## src/csu_defines.vh

```
// Constants for the conditional skip unit: operation codes, flag bit
// positions, register offsets and reset values.
// Assumes inclusion by bare name from every file of the unit.
`ifndef CSU_DEFINES_VH
`define CSU_DEFINES_VH

////////////////////////////////////////////////////////////////////////
// Operation codes on insn_op
`define CSU_OP_CEQ_IMM 4'h0
`define CSU_OP_CEQ_MEM 4'h1
`define CSU_OP_CNE_MEM 4'h2
`define CSU_OP_CNE_IMM 4'h3
`define CSU_OP_TLO_IO 4'h4
`define CSU_OP_THI_IO 4'h5
`define CSU_OP_TLO_MEM 4'h6
`define CSU_OP_THI_MEM 4'h7
`define CSU_OP_INC_WR 4'h8
`define CSU_OP_DEC_WR 4'h9
`define CSU_OP_INC_MEM 4'ha
`define CSU_OP_DEC_MEM 4'hb

////////////////////////////////////////////////////////////////////////
// Flag bit positions
`define CSU_FLAG_ZERO 0
`define CSU_FLAG_CARRY 1
`define CSU_FLAG_NIBBLE 2
`define CSU_FLAG_WRAP 3

////////////////////////////////////////////////////////////////////////
// Register byte offsets
`define CSU_REG_CTRL 8'h00
`define CSU_REG_WORK 8'h04
`define CSU_REG_FLAGS 8'h08
`define CSU_REG_STATUS 8'h0c

// Control fields
`define CSU_CTRL_ENABLE 0
`define CSU_CTRL_CNT_CLR 1

////////////////////////////////////////////////////////////////////////
// Reset values
`define CSU_RST_CTRL 2'h1
`define CSU_RST_WORK 8'h00
`define CSU_RST_FLAGS 4'h0

`endif

```

## src/csu_arith.v

```verilog
// Eight-bit adder/subtractor producing zero, carry/borrow, nibble carry
// and signed wrap flags. Purely combinational.
`timescale 1ns/1ps
`include "csu_defines.vh"

module csu_arith
(
  input wire [7:0] opa,
  input wire [7:0] opb,
  input wire sub,
  output wire [7:0] result,
  output wire [3:0] flags
);

  wire [8:0] full;
  wire [4:0] low;
  wire wrap;

  // Borrow on subtract, carry on add
  assign full = sub ? ({1'b0, opa} - {1'b0, opb})
                    : ({1'b0, opa} + {1'b0, opb});
  assign low = sub ? ({1'b0, opa[3:0]} - {1'b0, opb[3:0]})
                   : ({1'b0, opa[3:0]} + {1'b0, opb[3:0]});
  assign result = full[7:0];
  assign wrap = sub ? ((opa[7] ^ opb[7]) & (full[7] ^ opa[7]))
                    : (~(opa[7] ^ opb[7]) & (full[7] ^ opa[7]));

  assign flags[`CSU_FLAG_ZERO] = (full[7:0] == 8'h00);
  assign flags[`CSU_FLAG_CARRY] = full[8];
  assign flags[`CSU_FLAG_NIBBLE] = low[4];
  assign flags[`CSU_FLAG_WRAP] = wrap;

endmodule // csu_arith

```

## src/csu_wb_slave.v

```verilog
// Classic Wishbone slave front end: one-wait-state ack, word decode and
// read mux. Register storage lives in the parent.
// Assumes a master that holds the request until ack.
`timescale 1ns/1ps
`include "csu_defines.vh"

module csu_wb_slave
(
  input wire clock,
  input wire rstn,
  input wire wb_cyc_i,
  input wire wb_stb_i,
  input wire wb_we_i,
  input wire [7:0] wb_adr_i,
  input wire [3:0] wb_sel_i,
  output wire wb_ack_o,
  output reg [31:0] wb_dat_o,
  input wire [1:0] ctrl_q,
  input wire [7:0] work_q,
  input wire [3:0] flags_q,
  input wire [15:0] status_q,
  output wire wr_ctrl,
  output wire wr_work,
  output wire wr_flags
);

  reg ack_ff;
  wire nxt_ack;
  wire take;
  wire wr0;

  assign nxt_ack = wb_cyc_i & wb_stb_i & ~ack_ff;
  assign take = nxt_ack;
  // Writes land on the edge where the master sees ack
  assign wr0 = ack_ff & wb_cyc_i & wb_stb_i & wb_we_i & wb_sel_i[0];
  assign wb_ack_o = ack_ff;

  always @(posedge clock or negedge rstn)
  begin
    if (!rstn)
      ack_ff <= 1'b0;
    else
      ack_ff <= nxt_ack;
  end

  assign wr_ctrl = wr0 & (wb_adr_i == `CSU_REG_CTRL);
  assign wr_work = wr0 & (wb_adr_i == `CSU_REG_WORK);
  assign wr_flags = wr0 & (wb_adr_i == `CSU_REG_FLAGS);

  // Read data registered alongside ack; unmapped reads return zero
  always @(posedge clock or negedge rstn)
  begin
    if (!rstn)
      wb_dat_o <= 32'h0000_0000;
    else if (take && !wb_we_i)
    begin
      if (wb_adr_i == `CSU_REG_CTRL)
        wb_dat_o <= {30'h0000_0000, ctrl_q};
      else if (wb_adr_i == `CSU_REG_WORK)
        wb_dat_o <= {24'h00_0000, work_q};
      else if (wb_adr_i == `CSU_REG_FLAGS)
        wb_dat_o <= {28'h000_0000, flags_q};
      else if (wb_adr_i == `CSU_REG_STATUS)
        wb_dat_o <= {16'h0000, status_q};
      else
        wb_dat_o <= 32'h0000_0000;
    end
  end

endmodule // csu_wb_slave

```

## src/csu_skip_unit.v

```verilog
// Conditional skip unit: executes compare-skip, bit-test-skip and
// increment/decrement-skip operations, owns the working register and
// the four arithmetic flags, and suppresses the instruction that follows
// a taken skip.
// Assumes a sequencer that presents one decoded operation per insn_valid
// pulse with memory and port bytes valid in the same cycle.
//
// What this block does
// - Equal immediate compare skips next instruction.
// - Equal memory compare skips next instruction.
// - Unequal memory compare skips next instruction.
// - Unequal immediate compare skips next instruction.
// - Compares set flags like subtraction.
// - Port bit tests skip, flags untouched.
// - Port bit high causes high-test skip.
// - Memory bit tests skip, flags untouched.
// - Increment working register, skip on zero.
// - Decrement working register, skip on zero.
// - Increment memory byte, skip on zero.
// - Decrement memory byte, skip on zero.
`timescale 1ns/1ps
`include "csu_defines.vh"

module csu_skip_unit
#(
  parameter WIDTH = 8
)
(
  input wire clock,
  input wire rstn,
  // Decoded operation from the sequencer
  input wire insn_valid,
  input wire [3:0] insn_op,
  input wire [7:0] insn_imm,
  input wire [2:0] insn_bit,
  input wire [7:0] mem_rdata,
  input wire [7:0] port_rdata,
  // Results
  output wire insn_squash,
  output wire skip_pending,
  output reg mem_we_ff,
  output reg [7:0] mem_wdata_ff,
  output wire [7:0] working_register,
  output wire [3:0] flags,
  // Wishbone
  input wire wb_cyc_i,
  input wire wb_stb_i,
  input wire wb_we_i,
  input wire [7:0] wb_adr_i,
  input wire [3:0] wb_sel_i,
  input wire [31:0] wb_dat_i,
  output wire wb_ack_o,
  output wire [31:0] wb_dat_o
);

  ////////////////////////////////////////////////////////////////////////
  // State
  localparam ST_RUN = 2'b01;
  localparam ST_SKIP = 2'b10;

  reg [1:0] state_ff;
  reg [1:0] nxt_state;
  reg [7:0] work_ff;
  reg [7:0] nxt_work;
  reg [3:0] flags_ff;
  reg [3:0] nxt_flags;
  reg [1:0] ctrl_ff;
  reg [1:0] nxt_ctrl;
  reg [7:0] skip_cnt_ff;
  reg [7:0] nxt_skip_cnt;
  // Write-back pulse and data toward the data memory
  reg nxt_mem_we;
  reg [7:0] nxt_mem_wdata;

  ////////////////////////////////////////////////////////////////////////
  // Operation decode
  wire enabled;
  wire live;
  wire is_cmp;
  wire is_imm;
  wire is_test;
  wire is_step;
  wire step_mem;
  wire step_dec;
  wire test_io;
  wire test_high;
  wire [7:0] cmp_operand;
  wire [7:0] test_byte;
  wire test_bit;

  assign enabled = ctrl_ff[`CSU_CTRL_ENABLE];
  // A suppressed instruction never reaches execution
  assign live = insn_valid & enabled & (state_ff == ST_RUN);

  assign is_cmp = (insn_op == `CSU_OP_CEQ_IMM) |
                  (insn_op == `CSU_OP_CEQ_MEM) |
                  (insn_op == `CSU_OP_CNE_MEM) |
                  (insn_op == `CSU_OP_CNE_IMM);
  assign is_imm = (insn_op == `CSU_OP_CEQ_IMM) |
                  (insn_op == `CSU_OP_CNE_IMM);
  assign is_test = (insn_op == `CSU_OP_TLO_IO) |
                   (insn_op == `CSU_OP_THI_IO) |
                   (insn_op == `CSU_OP_TLO_MEM) |
                   (insn_op == `CSU_OP_THI_MEM);
  assign is_step = (insn_op == `CSU_OP_INC_WR) |
                   (insn_op == `CSU_OP_DEC_WR) |
                   (insn_op == `CSU_OP_INC_MEM) |
                   (insn_op == `CSU_OP_DEC_MEM);
  assign step_mem = (insn_op == `CSU_OP_INC_MEM) |
                    (insn_op == `CSU_OP_DEC_MEM);
  assign step_dec = (insn_op == `CSU_OP_DEC_WR) |
                    (insn_op == `CSU_OP_DEC_MEM);
  assign test_io = (insn_op == `CSU_OP_TLO_IO) |
                   (insn_op == `CSU_OP_THI_IO);
  assign test_high = (insn_op == `CSU_OP_THI_IO) |
                     (insn_op == `CSU_OP_THI_MEM);

  assign cmp_operand = is_imm ? insn_imm : mem_rdata;
  assign test_byte = test_io ? port_rdata : mem_rdata;
  // Bit index selects from the port or the memory byte
  assign test_bit = test_byte[insn_bit];

  ////////////////////////////////////////////////////////////////////////
  // Arithmetic: compare subtracts, step adds or subtracts one
  wire [7:0] alu_a;
  wire [7:0] alu_b;
  wire alu_sub;
  wire [7:0] alu_res;
  wire [3:0] alu_flags;

  assign alu_a = is_cmp ? work_ff : (step_mem ? mem_rdata : work_ff);
  assign alu_b = is_cmp ? cmp_operand : 8'h01;
  assign alu_sub = is_cmp | step_dec;

  csu_arith u_arith
  (
    .opa(alu_a),
    .opb(alu_b),
    .sub(alu_sub),
    .result(alu_res),
    .flags(alu_flags)
  );

  ////////////////////////////////////////////////////////////////////////
  // Skip decision
  reg take_skip;

  // Steps skip on the value written back, so the adder's zero flag
  // decides; bit tests never reach the flag path

  always @*
  begin
    take_skip = 1'b0;
    case (insn_op)
      `CSU_OP_CEQ_IMM:
        take_skip = (work_ff == insn_imm);
      `CSU_OP_CEQ_MEM:
        take_skip = (work_ff == mem_rdata);
      `CSU_OP_CNE_MEM:
        take_skip = (work_ff != mem_rdata);
      `CSU_OP_CNE_IMM:
        take_skip = (work_ff != insn_imm);
      `CSU_OP_TLO_IO:
        take_skip = ~test_bit;
      `CSU_OP_THI_IO:
        take_skip = test_bit;
      `CSU_OP_TLO_MEM:
        take_skip = ~test_bit;
      `CSU_OP_THI_MEM:
        take_skip = test_bit;
      `CSU_OP_INC_WR,
      `CSU_OP_DEC_WR:
        take_skip = alu_flags[`CSU_FLAG_ZERO];
      `CSU_OP_INC_MEM,
      `CSU_OP_DEC_MEM:
        take_skip = alu_flags[`CSU_FLAG_ZERO];
      default:
        take_skip = 1'b0;
    endcase
  end

  ////////////////////////////////////////////////////////////////////////
  // Register bus
  wire wr_ctrl;
  wire wr_work;
  wire wr_flags;
  wire [15:0] status_q;

  // Squash count above the enable and pending bits
  assign status_q = {skip_cnt_ff, 6'h00, enabled, state_ff == ST_SKIP};

  csu_wb_slave u_wb
  (
    .clock(clock),
    .rstn(rstn),
    .wb_cyc_i(wb_cyc_i),
    .wb_stb_i(wb_stb_i),
    .wb_we_i(wb_we_i),
    .wb_adr_i(wb_adr_i),
    .wb_sel_i(wb_sel_i),
    .wb_ack_o(wb_ack_o),
    .wb_dat_o(wb_dat_o),
    .ctrl_q(ctrl_ff),
    .work_q(work_ff),
    .flags_q(flags_ff),
    .status_q(status_q),
    .wr_ctrl(wr_ctrl),
    .wr_work(wr_work),
    .wr_flags(wr_flags)
  );

  ////////////////////////////////////////////////////////////////////////
  // Next-state logic; an executing instruction wins over a bus write
  // Bus writes are applied first and then overridden by execution
  always @*
  begin
    nxt_state = state_ff;
    nxt_work = work_ff;
    nxt_flags = flags_ff;
    nxt_ctrl = ctrl_ff;
    nxt_skip_cnt = skip_cnt_ff;
    nxt_mem_we = 1'b0;
    nxt_mem_wdata = mem_wdata_ff;

    if (wr_ctrl)
      nxt_ctrl = {1'b0, wb_dat_i[`CSU_CTRL_ENABLE]};
    if (wr_ctrl && wb_dat_i[`CSU_CTRL_CNT_CLR])
      nxt_skip_cnt = 8'h00;
    if (wr_work)
      nxt_work = wb_dat_i[7:0];
    if (wr_flags)
      nxt_flags = wb_dat_i[3:0];

    case (state_ff)
      ST_RUN:
      begin
        if (live)
        begin
          if (is_cmp)
            nxt_flags = alu_flags;
          if (is_step)
            nxt_flags = alu_flags;
          if (is_step && !step_mem)
            nxt_work = alu_res;
          if (is_step && step_mem)
          begin
            nxt_mem_we = 1'b1;
            nxt_mem_wdata = alu_res;
          end
          if (take_skip)
            nxt_state = ST_SKIP;
        end
      end
      ST_SKIP:
      begin
        // Next instruction is consumed with no effect
        if (insn_valid)
        begin
          nxt_state = ST_RUN;
          // Builds on a same-cycle clear, so the count restarts at one
          // rather than losing this squash
          nxt_skip_cnt = nxt_skip_cnt + 8'h01;
        end
      end
      default:
        nxt_state = ST_RUN;
    endcase
  end

  always @(posedge clock or negedge rstn)
  begin
    if (!rstn)
    begin
      state_ff <= ST_RUN;
      work_ff <= `CSU_RST_WORK;
      flags_ff <= `CSU_RST_FLAGS;
      ctrl_ff <= `CSU_RST_CTRL;
      skip_cnt_ff <= 8'h00;
      mem_we_ff <= 1'b0;
      mem_wdata_ff <= 8'h00;
    end
    else
    begin
      state_ff <= nxt_state;
      work_ff <= nxt_work;
      flags_ff <= nxt_flags;
      ctrl_ff <= nxt_ctrl;
      skip_cnt_ff <= nxt_skip_cnt;
      mem_we_ff <= nxt_mem_we;
      mem_wdata_ff <= nxt_mem_wdata;
    end
  end

  ////////////////////////////////////////////////////////////////////////
  // Outputs
  // Squash is combinational so the sequencer can cancel the fetched
  // operation in the cycle it is offered
  assign skip_pending = (state_ff == ST_SKIP);
  assign insn_squash = insn_valid & (state_ff == ST_SKIP);
  assign working_register = work_ff;
  assign flags = flags_ff;

endmodule // csu_skip_unit

```

## config.mk

```make
export PLATFORM = sky130hd
export DESIGN_NAME = csu_skip_unit
export DESIGN_NICKNAME = d
export VERILOG_FILES = /design/src/csu_arith.v /design/src/csu_wb_slave.v /design/src/csu_skip_unit.v
export VERILOG_INCLUDE_DIRS = /design/src
export SDC_FILE = /design/constraint.sdc
export NUM_CORES = 1
export LEC_CHECK = 0
export BUFFER_PORTS_ARGS = -buffer_cell sky130_fd_sc_hd__buf_4
export CORE_MARGIN = 1
export CORE_UTILIZATION = 35
export CTS_CLUSTER_SIZE = 20
export DETAILED_ROUTE_END_ITERATION = 7
export GPL_ROUTABILITY_DRIVEN = 0
export HOLD_SLACK_MARGIN = 0.06
export SYNTH_ARGS = -nofsm -noshare
export SYNTH_HDL_FRONTEND = slang
export SYNTH_SLANG_ARGS = --single-unit
```

## constraint.sdc

```tcl
create_clock -name clock -period 2.4 [get_ports clock]
set_input_delay 0.12 -clock clock [delete_from_list [all_inputs] [get_ports clock]]
set_output_delay 0.12 -clock clock [all_outputs]
set_load 0.05 [all_outputs]
```

==> flow_summary.toml, run 1 <==
[cells_and_area]
layoutNonFillerInstCount = 676
n_antenna_cell = 0
layout_commonest_cell = "sky130_fd_sc_hd__buf_4"
final_cell_mix = "sky130_fd_sc_hd__buf_4, sky130_fd_sc_hd__dfrtp_1, sky130_fd_sc_hd__nand2_1"
layout.core_utilization_pct = 52.3
final_net_count = 634
drive_gt1_share_pct = 41.1
synthToLayoutAreaGrowth_pct = 44.8

[timing]
worst_slack_ns = -0.200
final_max_tran_viols = 0
minimum_clock_period_after_layout_ns = 2.60
period_share_pct = 108
timing_worst_slew_pin_value_ns = 0.616
rsz_0062_raised_after_global_routing = "yes"
setup_violations = 8
fmax_ghz = 0.385
final_hold_viols = 0
clock-skew-final_ns = 0.00837
max-slew-margin-rel_pct = 58.9

[yosys]
synth.yosys.seq_area_share_pct = 34.6
ys.warnings.count = 0
synth_largest_area_cell = "sky130_fd_sc_hd__dfrtp_1"
synth_flop_cell = "sky130_fd_sc_hd__dfrtp_1"
asyncSetResetFlopFracSynth_pct = 100
ys_seq_elements = 49
synth_edf_count = 0
yosysTopAreaCellShare_pct = 33.1
synthesis.instances = 389
syn_area_per_cell_um2 = 9.12
mappedNetlistArea_um2 = 3550
synth_top_cells_by_area = "sky130_fd_sc_hd__dfrtp_1, sky130_fd_sc_hd__mux2i_1, sky130_fd_sc_hd__mux2_2, sky130_fd_sc_hd__buf_4, sky130_fd_sc_hd__nand2_1"
netlist-cell-type-count = 57

[power]
cellLeakagePower_nw = 2.44
finalPower_mw = 2.01
irDropWorstVdd_v = 0.000221
switchingPower_mw = 0.657
switching_power_share_of_the_total_pct = 32.6
power_report.internal_total_mw = 1.36
combinationalPowerShare_pct = 33.9
sequentialPowerShare_pct = 41.3
power.clock.fraction_pct = 24.8
powerDensity_nw_per_um2 = 392

[grt]
number_of_antenna_violations_at_the_first_check_in_global_routing = 0
grtUsageMet2_pct = 34.2
first_global_vias = 3377
track_usage_pct = 21.1
grt_max_degree = 50
grt_overflow = 0
grt-busiest-layer = "met2"
grtUsageMet3_pct = 4.07
groute.layer.met1.usage_pct = 27.8
grt_pass1_wl_um = 16900

[floorplanning]
die-height_um = 103
top_level_ports = 137
die-area_um2 = 10500
placementRows = 36
die_w_um = 103
floorplan.initialDensity_pct = 36.1
core_area_um2 = 9820

[clocking]
cts_inserted_buffers = 5
cts_tree = "yes"
clock_tree.buffer_depth = 2
clkLatencyLatePin_ns = 0.31
clock_pin_slew_of_the_registers_on_the_worst_case_setup_and_hold_paths_ns = 0.09
clock_sinks = 49
cts.root.buffer_cell = "sky130_fd_sc_hd__clkbuf_8"
cts_htree_levels = 2

[worst_setup_path]
timing.critical_path.max_delay_family = "simple AND/OR/NAND/NOR gates"
timing.critical_path.to_type = "register"
cp_slowest_cell = "sky130_fd_sc_hd__nor4_2"
ordered_cell_list_for_the_critical_path = "buf_8 > xnor2_4 > mux2i_1 > nor3_1 > inv_1 > ha_4 > nand2_4 > nand2_4 > inv_2 > ha_4 > nor2b_4 > o31a_1 > o211ai_1 > o211ai_1 > nor4_2 > nand4b_1 > and3_1"
slowest_delay_ns = 0.30
setup.worst_path.class = "input port to register"
worstPathMaxFanout = 3
timing.critical_path.required_ns = 2.65
worst-path-buf-inv = 3
critical_path.startpoint_type = "input port"
worstPathArrival_ns = 2.85

[drt]
drcViolationCount = 0
finalWirelength_um = 11100
route.antenna.remaining_nets = 0
detail_route.first_pass.iterations = 5
detail_route.vias_per_cell = 5.21
routedWlPerCell_um = 16.4
via_count = 3521
initialDrtViolationCount = 250

[status]
status = "finished with violations"
violated_checks = "setup timing"

[placed_design]
placed_cells = 659
detailedPlacementHpwl_um = 8640
io_buffers = 93

[job]
max-cap-violations = 0

[worst_hold_path]
timing.hold.worst.class = "input port to register"
final timing paths:
check,start,end,slack (ns),depth (start not counted)
max in group asynchronous,rstn,mem_wdata_ff[1],1.62,2
hold / removal,wb_cyc_i,u_wb.wb_ack_o,0.06,3
setup / recovery,insn_op[1],state_ff[0],-0.20,17
hold reg to reg,u_wb.wb_ack_o,u_wb.wb_ack_o,0.47,1
setup reg to reg,working_register[1],state_ff[0],-0.02,9
min in group asynchronous,rstn,u_wb.wb_dat_o[14],0.36,2
area by class of cell:
cell class                 instances  area (µm²)
clock buffer                       5        68.8
timing repair buffer             162        1260
fill                             944        4680
clock inverter                     3        21.3
tap                              133         166
multi-input combinational        306        2330
sequential                        49        1230
inverter                          18        67.6
cell usage after synthesis (all sizes together), types with 10 or more instances:
cell type  number
mux2           14
buf            21
a21oi          17
clkbuf         10
inv            18
mux2i          18
o21ai          27
nor2b          16
nor2           24
nand2          36
xnor2          12
dfrtp          47
ha             10
a22o           13
registers in the layout, indices dropped and copies added, names as in the netlist:
register,cells
u_wb.wb_ack_o,1
skip_cnt_ff,8
ctrl_ff,1
state_ff,2
mem_wdata_ff,8
flags,4
u_wb.wb_dat_o,16
mem_we_ff,1
working_register,8
kinds of logic after synthesis:
family	synth area share [%]
AOI/OAI and AO/OA	19.6
xor gates and xnor gates	4.94
adders and majority gates	4.09
buffers and inverters	7.26
DFF	34.6
muxes	11.4
other	0.106
and+or+nand+nor	18.0
metal layers:
metal  vias up  share of wire [%]
li1       1684                  -
met1      1666                 43
met2       147                 48
met3        24                6.7
met4         0                2.2
met5         -                  0
worst reg2reg max path, cell delays in order (launching register included):
cell and delay (ns):
sky130_fd_sc_hd__dfrtp_1 0.42, sky130_fd_sc_hd__mux2_2 0.32, sky130_fd_sc_hd__ha_4 0.24, sky130_fd_sc_hd__nor2b_4 0.12
sky130_fd_sc_hd__o31a_1 0.27, sky130_fd_sc_hd__o211ai_1 0.19, sky130_fd_sc_hd__o211ai_1 0.16, sky130_fd_sc_hd__nor4_2 0.30
sky130_fd_sc_hd__nand4b_1 0.16, sky130_fd_sc_hd__and3_1 0.19
metrics by stage:
step / hold WS, ns / cell area [µm²] / setup slack [ns] / setup TNS [ns]
after floorplan: -0.176 / 3710 / -0.490 / -3.36
after global placement: 0.174 / 4800 / -0.491 / -4.08
after detailed placement: 0.178 / 4800 / -0.641 / -5.67
after CTS: 0.0631 / 4960 / -0.123 / -0.488
after global routing: 0.0883 / 5140 / -0.441 / -2.05
final: 0.0649 / 5140 / -0.200 / -0.618
timing repair:
action / CTS / global route
pin swaps: 7 / 21
hold buffers: 2 / 0
endpoints found under the hold margin: 48 / 0
buffers inserted: 0 / 9
gates cloned: 0 / 0
resized for setup: 12 / 26
endpoints found under the setup margin: 9 / 13
power by group through the flow:
| stage | clock network (mW) | logic, mW | registers (mW) |
|---|---|---|---|
| 2_1_floorplan | 0 | 0.329 | 0.858 |
| 3_3_place_gp | 0 | 0.587 | 0.847 |
| 3_5_place_dp | 0 | 0.595 | 0.847 |
| 4_1_cts | 0.514 | 0.612 | 0.831 |
| 5_1_grt | 0.543 | 0.732 | 0.832 |
| 6_report | 0.500 | 0.682 | 0.831 |
(Power assumes the default switching activity.)
==> inputs of run 2 (changes only) <==
--- a/config.mk
+++ b/config.mk
@@ -6,6 +6,7 @@
 export SDC_FILE = /design/constraint.sdc
 export NUM_CORES = 1
 export LEC_CHECK = 0
+export ABC_AREA = 1
 export BUFFER_PORTS_ARGS = -buffer_cell sky130_fd_sc_hd__buf_4
 export CORE_MARGIN = 1
 export CORE_UTILIZATION = 35
==> flow_summary.toml, run 2 <==
[drt]
top_layer = "met4"
finalWirelength_um = 13600
detailroute.wirelength.met2_um = 6630
via_count = 4600
initialDrtViolationCount = 426
drcViolationCount = 0
detail_route.vias_per_cell = 5.04
route.antenna.remaining_nets = 0
routed-wl-met3_um = 801
routedWlPerCell_um = 14.8
detail_route.first_pass.iterations = 6
route.layer.met1.wl_um = 5610

[cells_and_area]
layout.core_utilization_pct = 50.8
final_cell_mix = "sky130_fd_sc_hd__nand2_1, sky130_fd_sc_hd__buf_4, sky130_fd_sc_hd__inv_1"
drive_gt1_share_pct = 29.6
layout_commonest_cell = "sky130_fd_sc_hd__nand2_1"
layoutNonFillerInstCount = 913
n_antenna_cell = 0
largest_reg_flops = 16
top_register = "u_wb.wb_dat_o"
final_net_count = 864
synthToLayoutAreaGrowth_pct = 40.5
final_cell_area_um2 = 5530

[floorplanning]
floorplan.initialDensity_pct = 36.2
die-area_um2 = 11700
die_w_um = 108
die-height_um = 108
placementRows = 38
top_level_ports = 137
core_area_um2 = 10900

[worst_setup_path]
worstPathArrival_ns = 2.62
timing.critical_path.to_type = "register"
critical_path.startpoint_type = "input port"
timing.critical_path.required_ns = 2.64
worst_r2r_startpoint = "working_register[2]"
timing.critical_path.from = "insn_op[1]"
worstPathMaxFanout = 4
setup.worst_path.class = "input port to register"

[power]
irDropWorstVdd_v = 0.000771
finalPower_mw = 5.18
cellLeakagePower_nw = 3.04
powerDensity_nw_per_um2 = 936

[placed_design]
placed_cells = 887
postPlaceCellArea_um2 = 5130
dp_worst_setup_slack_ns = -0.435
detailedPlacementHpwl_um = 10500
io_buffers = 93

[timing]
final_hold_viols = 0
max-slew-margin-rel_pct = 53.7
timing_worst_slew_pin_value_ns = 0.693
finalHoldWorstSlack_ns = 0.0968
period_share_pct = 99.3
timing.setup.tns_ns = 0
minimum_clock_period_after_layout_ns = 2.38
clock-skew-final_ns = 0.0109
rsz_0062_raised_after_global_routing = "yes"
setup_violations = 0
worst_slack_ns = 0.0167
final_max_tran_viols = 0
fmax_ghz = 0.420

[clocking]
clock_pin_slew_of_the_registers_on_the_worst_case_setup_and_hold_paths_ns = 0.09
cts_inserted_buffers = 5
cts.root.buffer_cell = "sky130_fd_sc_hd__clkbuf_8"
clock_tree.buffer_depth = 2
clock_sinks = 49
clkLatencyLatePin_ns = 0.32
cts_htree_levels = 2
cts_tree = "yes"

[yosys]
synth_edf_count = 0
ys.warnings.count = 0
ys_seq_elements = 49
mappedNetlistArea_um2 = 3940
synth_top_cells_by_area = "sky130_fd_sc_hd__dfrtp_1, sky130_fd_sc_hd__nand2_1, sky130_fd_sc_hd__nand3_1, sky130_fd_sc_hd__inv_1, sky130_fd_sc_hd__o21ai_0"
synthesis.instances = 610
syn_area_per_cell_um2 = 6.46
yosys.cell_count.top_type = "sky130_fd_sc_hd__nand2_1"
synth_largest_area_cell = "sky130_fd_sc_hd__dfrtp_1"
synth.yosys.seq_area_share_pct = 31.2
synth_flop_cell = "sky130_fd_sc_hd__dfrtp_1"
asyncSetResetFlopFracSynth_pct = 100
synth.cells.most_frequent = "sky130_fd_sc_hd__nand2_1, sky130_fd_sc_hd__inv_1, sky130_fd_sc_hd__nand3_1"
yosysTopAreaCellShare_pct = 29.9
netlist-cell-type-count = 38

[status]
status = "complete, no violations"

[grt]
grt_max_degree = 50
first_global_vias = 4324
grt_pass1_wl_um = 20900
track_usage_pct = 22.9
number_of_antenna_violations_at_the_first_check_in_global_routing = 0
grt_overflow = 0

[job]
max-cap-violations = 0

[worst_hold_path]
hold_path_startpoint = "wb_dat_i[0]"
timing.hold.worst.class = "input port to register"
==> run 2: repair_timing <==
action	4_1_cts	5_1_grt
resized for setup	7	37
hold buffers	1	0
buffers inserted	8	9
pin swaps	10	25
hold endpoints to repair	47	0
endpoints found under the setup margin	2	11
==> run 2: cells by family after synthesis <==
family,synth area share [%]
compound gates,12.8
xor+xnor,2.00
fa+ha+maj,3.68
buf+inv,13.1
flops,31.2
other cells,0.0952
simple gates,37.1
==> run 2: worst max-delay path: stages <==
cell                       delay (ns)
sky130_fd_sc_hd__buf_8           0.10
sky130_fd_sc_hd__nand2_4         0.05
sky130_fd_sc_hd__inv_2           0.04
sky130_fd_sc_hd__nor2_4          0.13
sky130_fd_sc_hd__inv_2           0.09
sky130_fd_sc_hd__o21ai_2         0.15
sky130_fd_sc_hd__a21oi_2         0.07
sky130_fd_sc_hd__ha_4            0.27
sky130_fd_sc_hd__inv_2           0.04
sky130_fd_sc_hd__o21ai_4         0.18
sky130_fd_sc_hd__inv_2           0.07
sky130_fd_sc_hd__ha_4            0.23
sky130_fd_sc_hd__nand3b_1        0.16
sky130_fd_sc_hd__nand2_4         0.10
sky130_fd_sc_hd__nand2_2         0.10
sky130_fd_sc_hd__nand2_1         0.06
sky130_fd_sc_hd__nand2_1         0.08
sky130_fd_sc_hd__nand2_2         0.09
sky130_fd_sc_hd__nor2_4          0.13
sky130_fd_sc_hd__nand4_1         0.10
sky130_fd_sc_hd__nand2_1         0.09
sky130_fd_sc_hd__inv_1           0.04
sky130_fd_sc_hd__nand3_1         0.07
sky130_fd_sc_hd__nand3_1         0.07
==> run 2: area by class of cell <==
type                    instances  area, µm²
flip-flops and latches         49       1230
well taps                     140        175
fillers                      1128       5360
inverters                      90        340
clock buffers                   5       68.8
repair buffers                165       1250
clock inverters                 3       46.3
multi-input cells             461       2420
==> run 2: path summary, 6_finish.rpt <==
check | end | slack, ns | cells after the start
max in group asynchronous | working_register[0] | 1.56 | 2
min reg2reg | u_wb.wb_dat_o[14] | 0.49 | 2
max reg2reg | state_ff[0] | 0.15 | 15
min | ctrl_ff[0] | 0.1 | 3
max | state_ff[0] | 0.02 | 24
min in group asynchronous | skip_cnt_ff[0] | 0.37 | 2
==> run 2: report_power, final <==
part / internal (mW) / leakage (nW) / switching (mW)
clock: 0.313 / 0.0543 / 0.312
combinational: 1.33 / 2.35 / 2.05
sequential: 1.02 / 0.635 / 0.154
==> run 2: metal layers <==
metal,global-route usage [%],up-vias
li1,-,2251
met1,28.6,2134
met2,38.6,170
met3,3.86,45
met4,10.5,0
met5,0,-
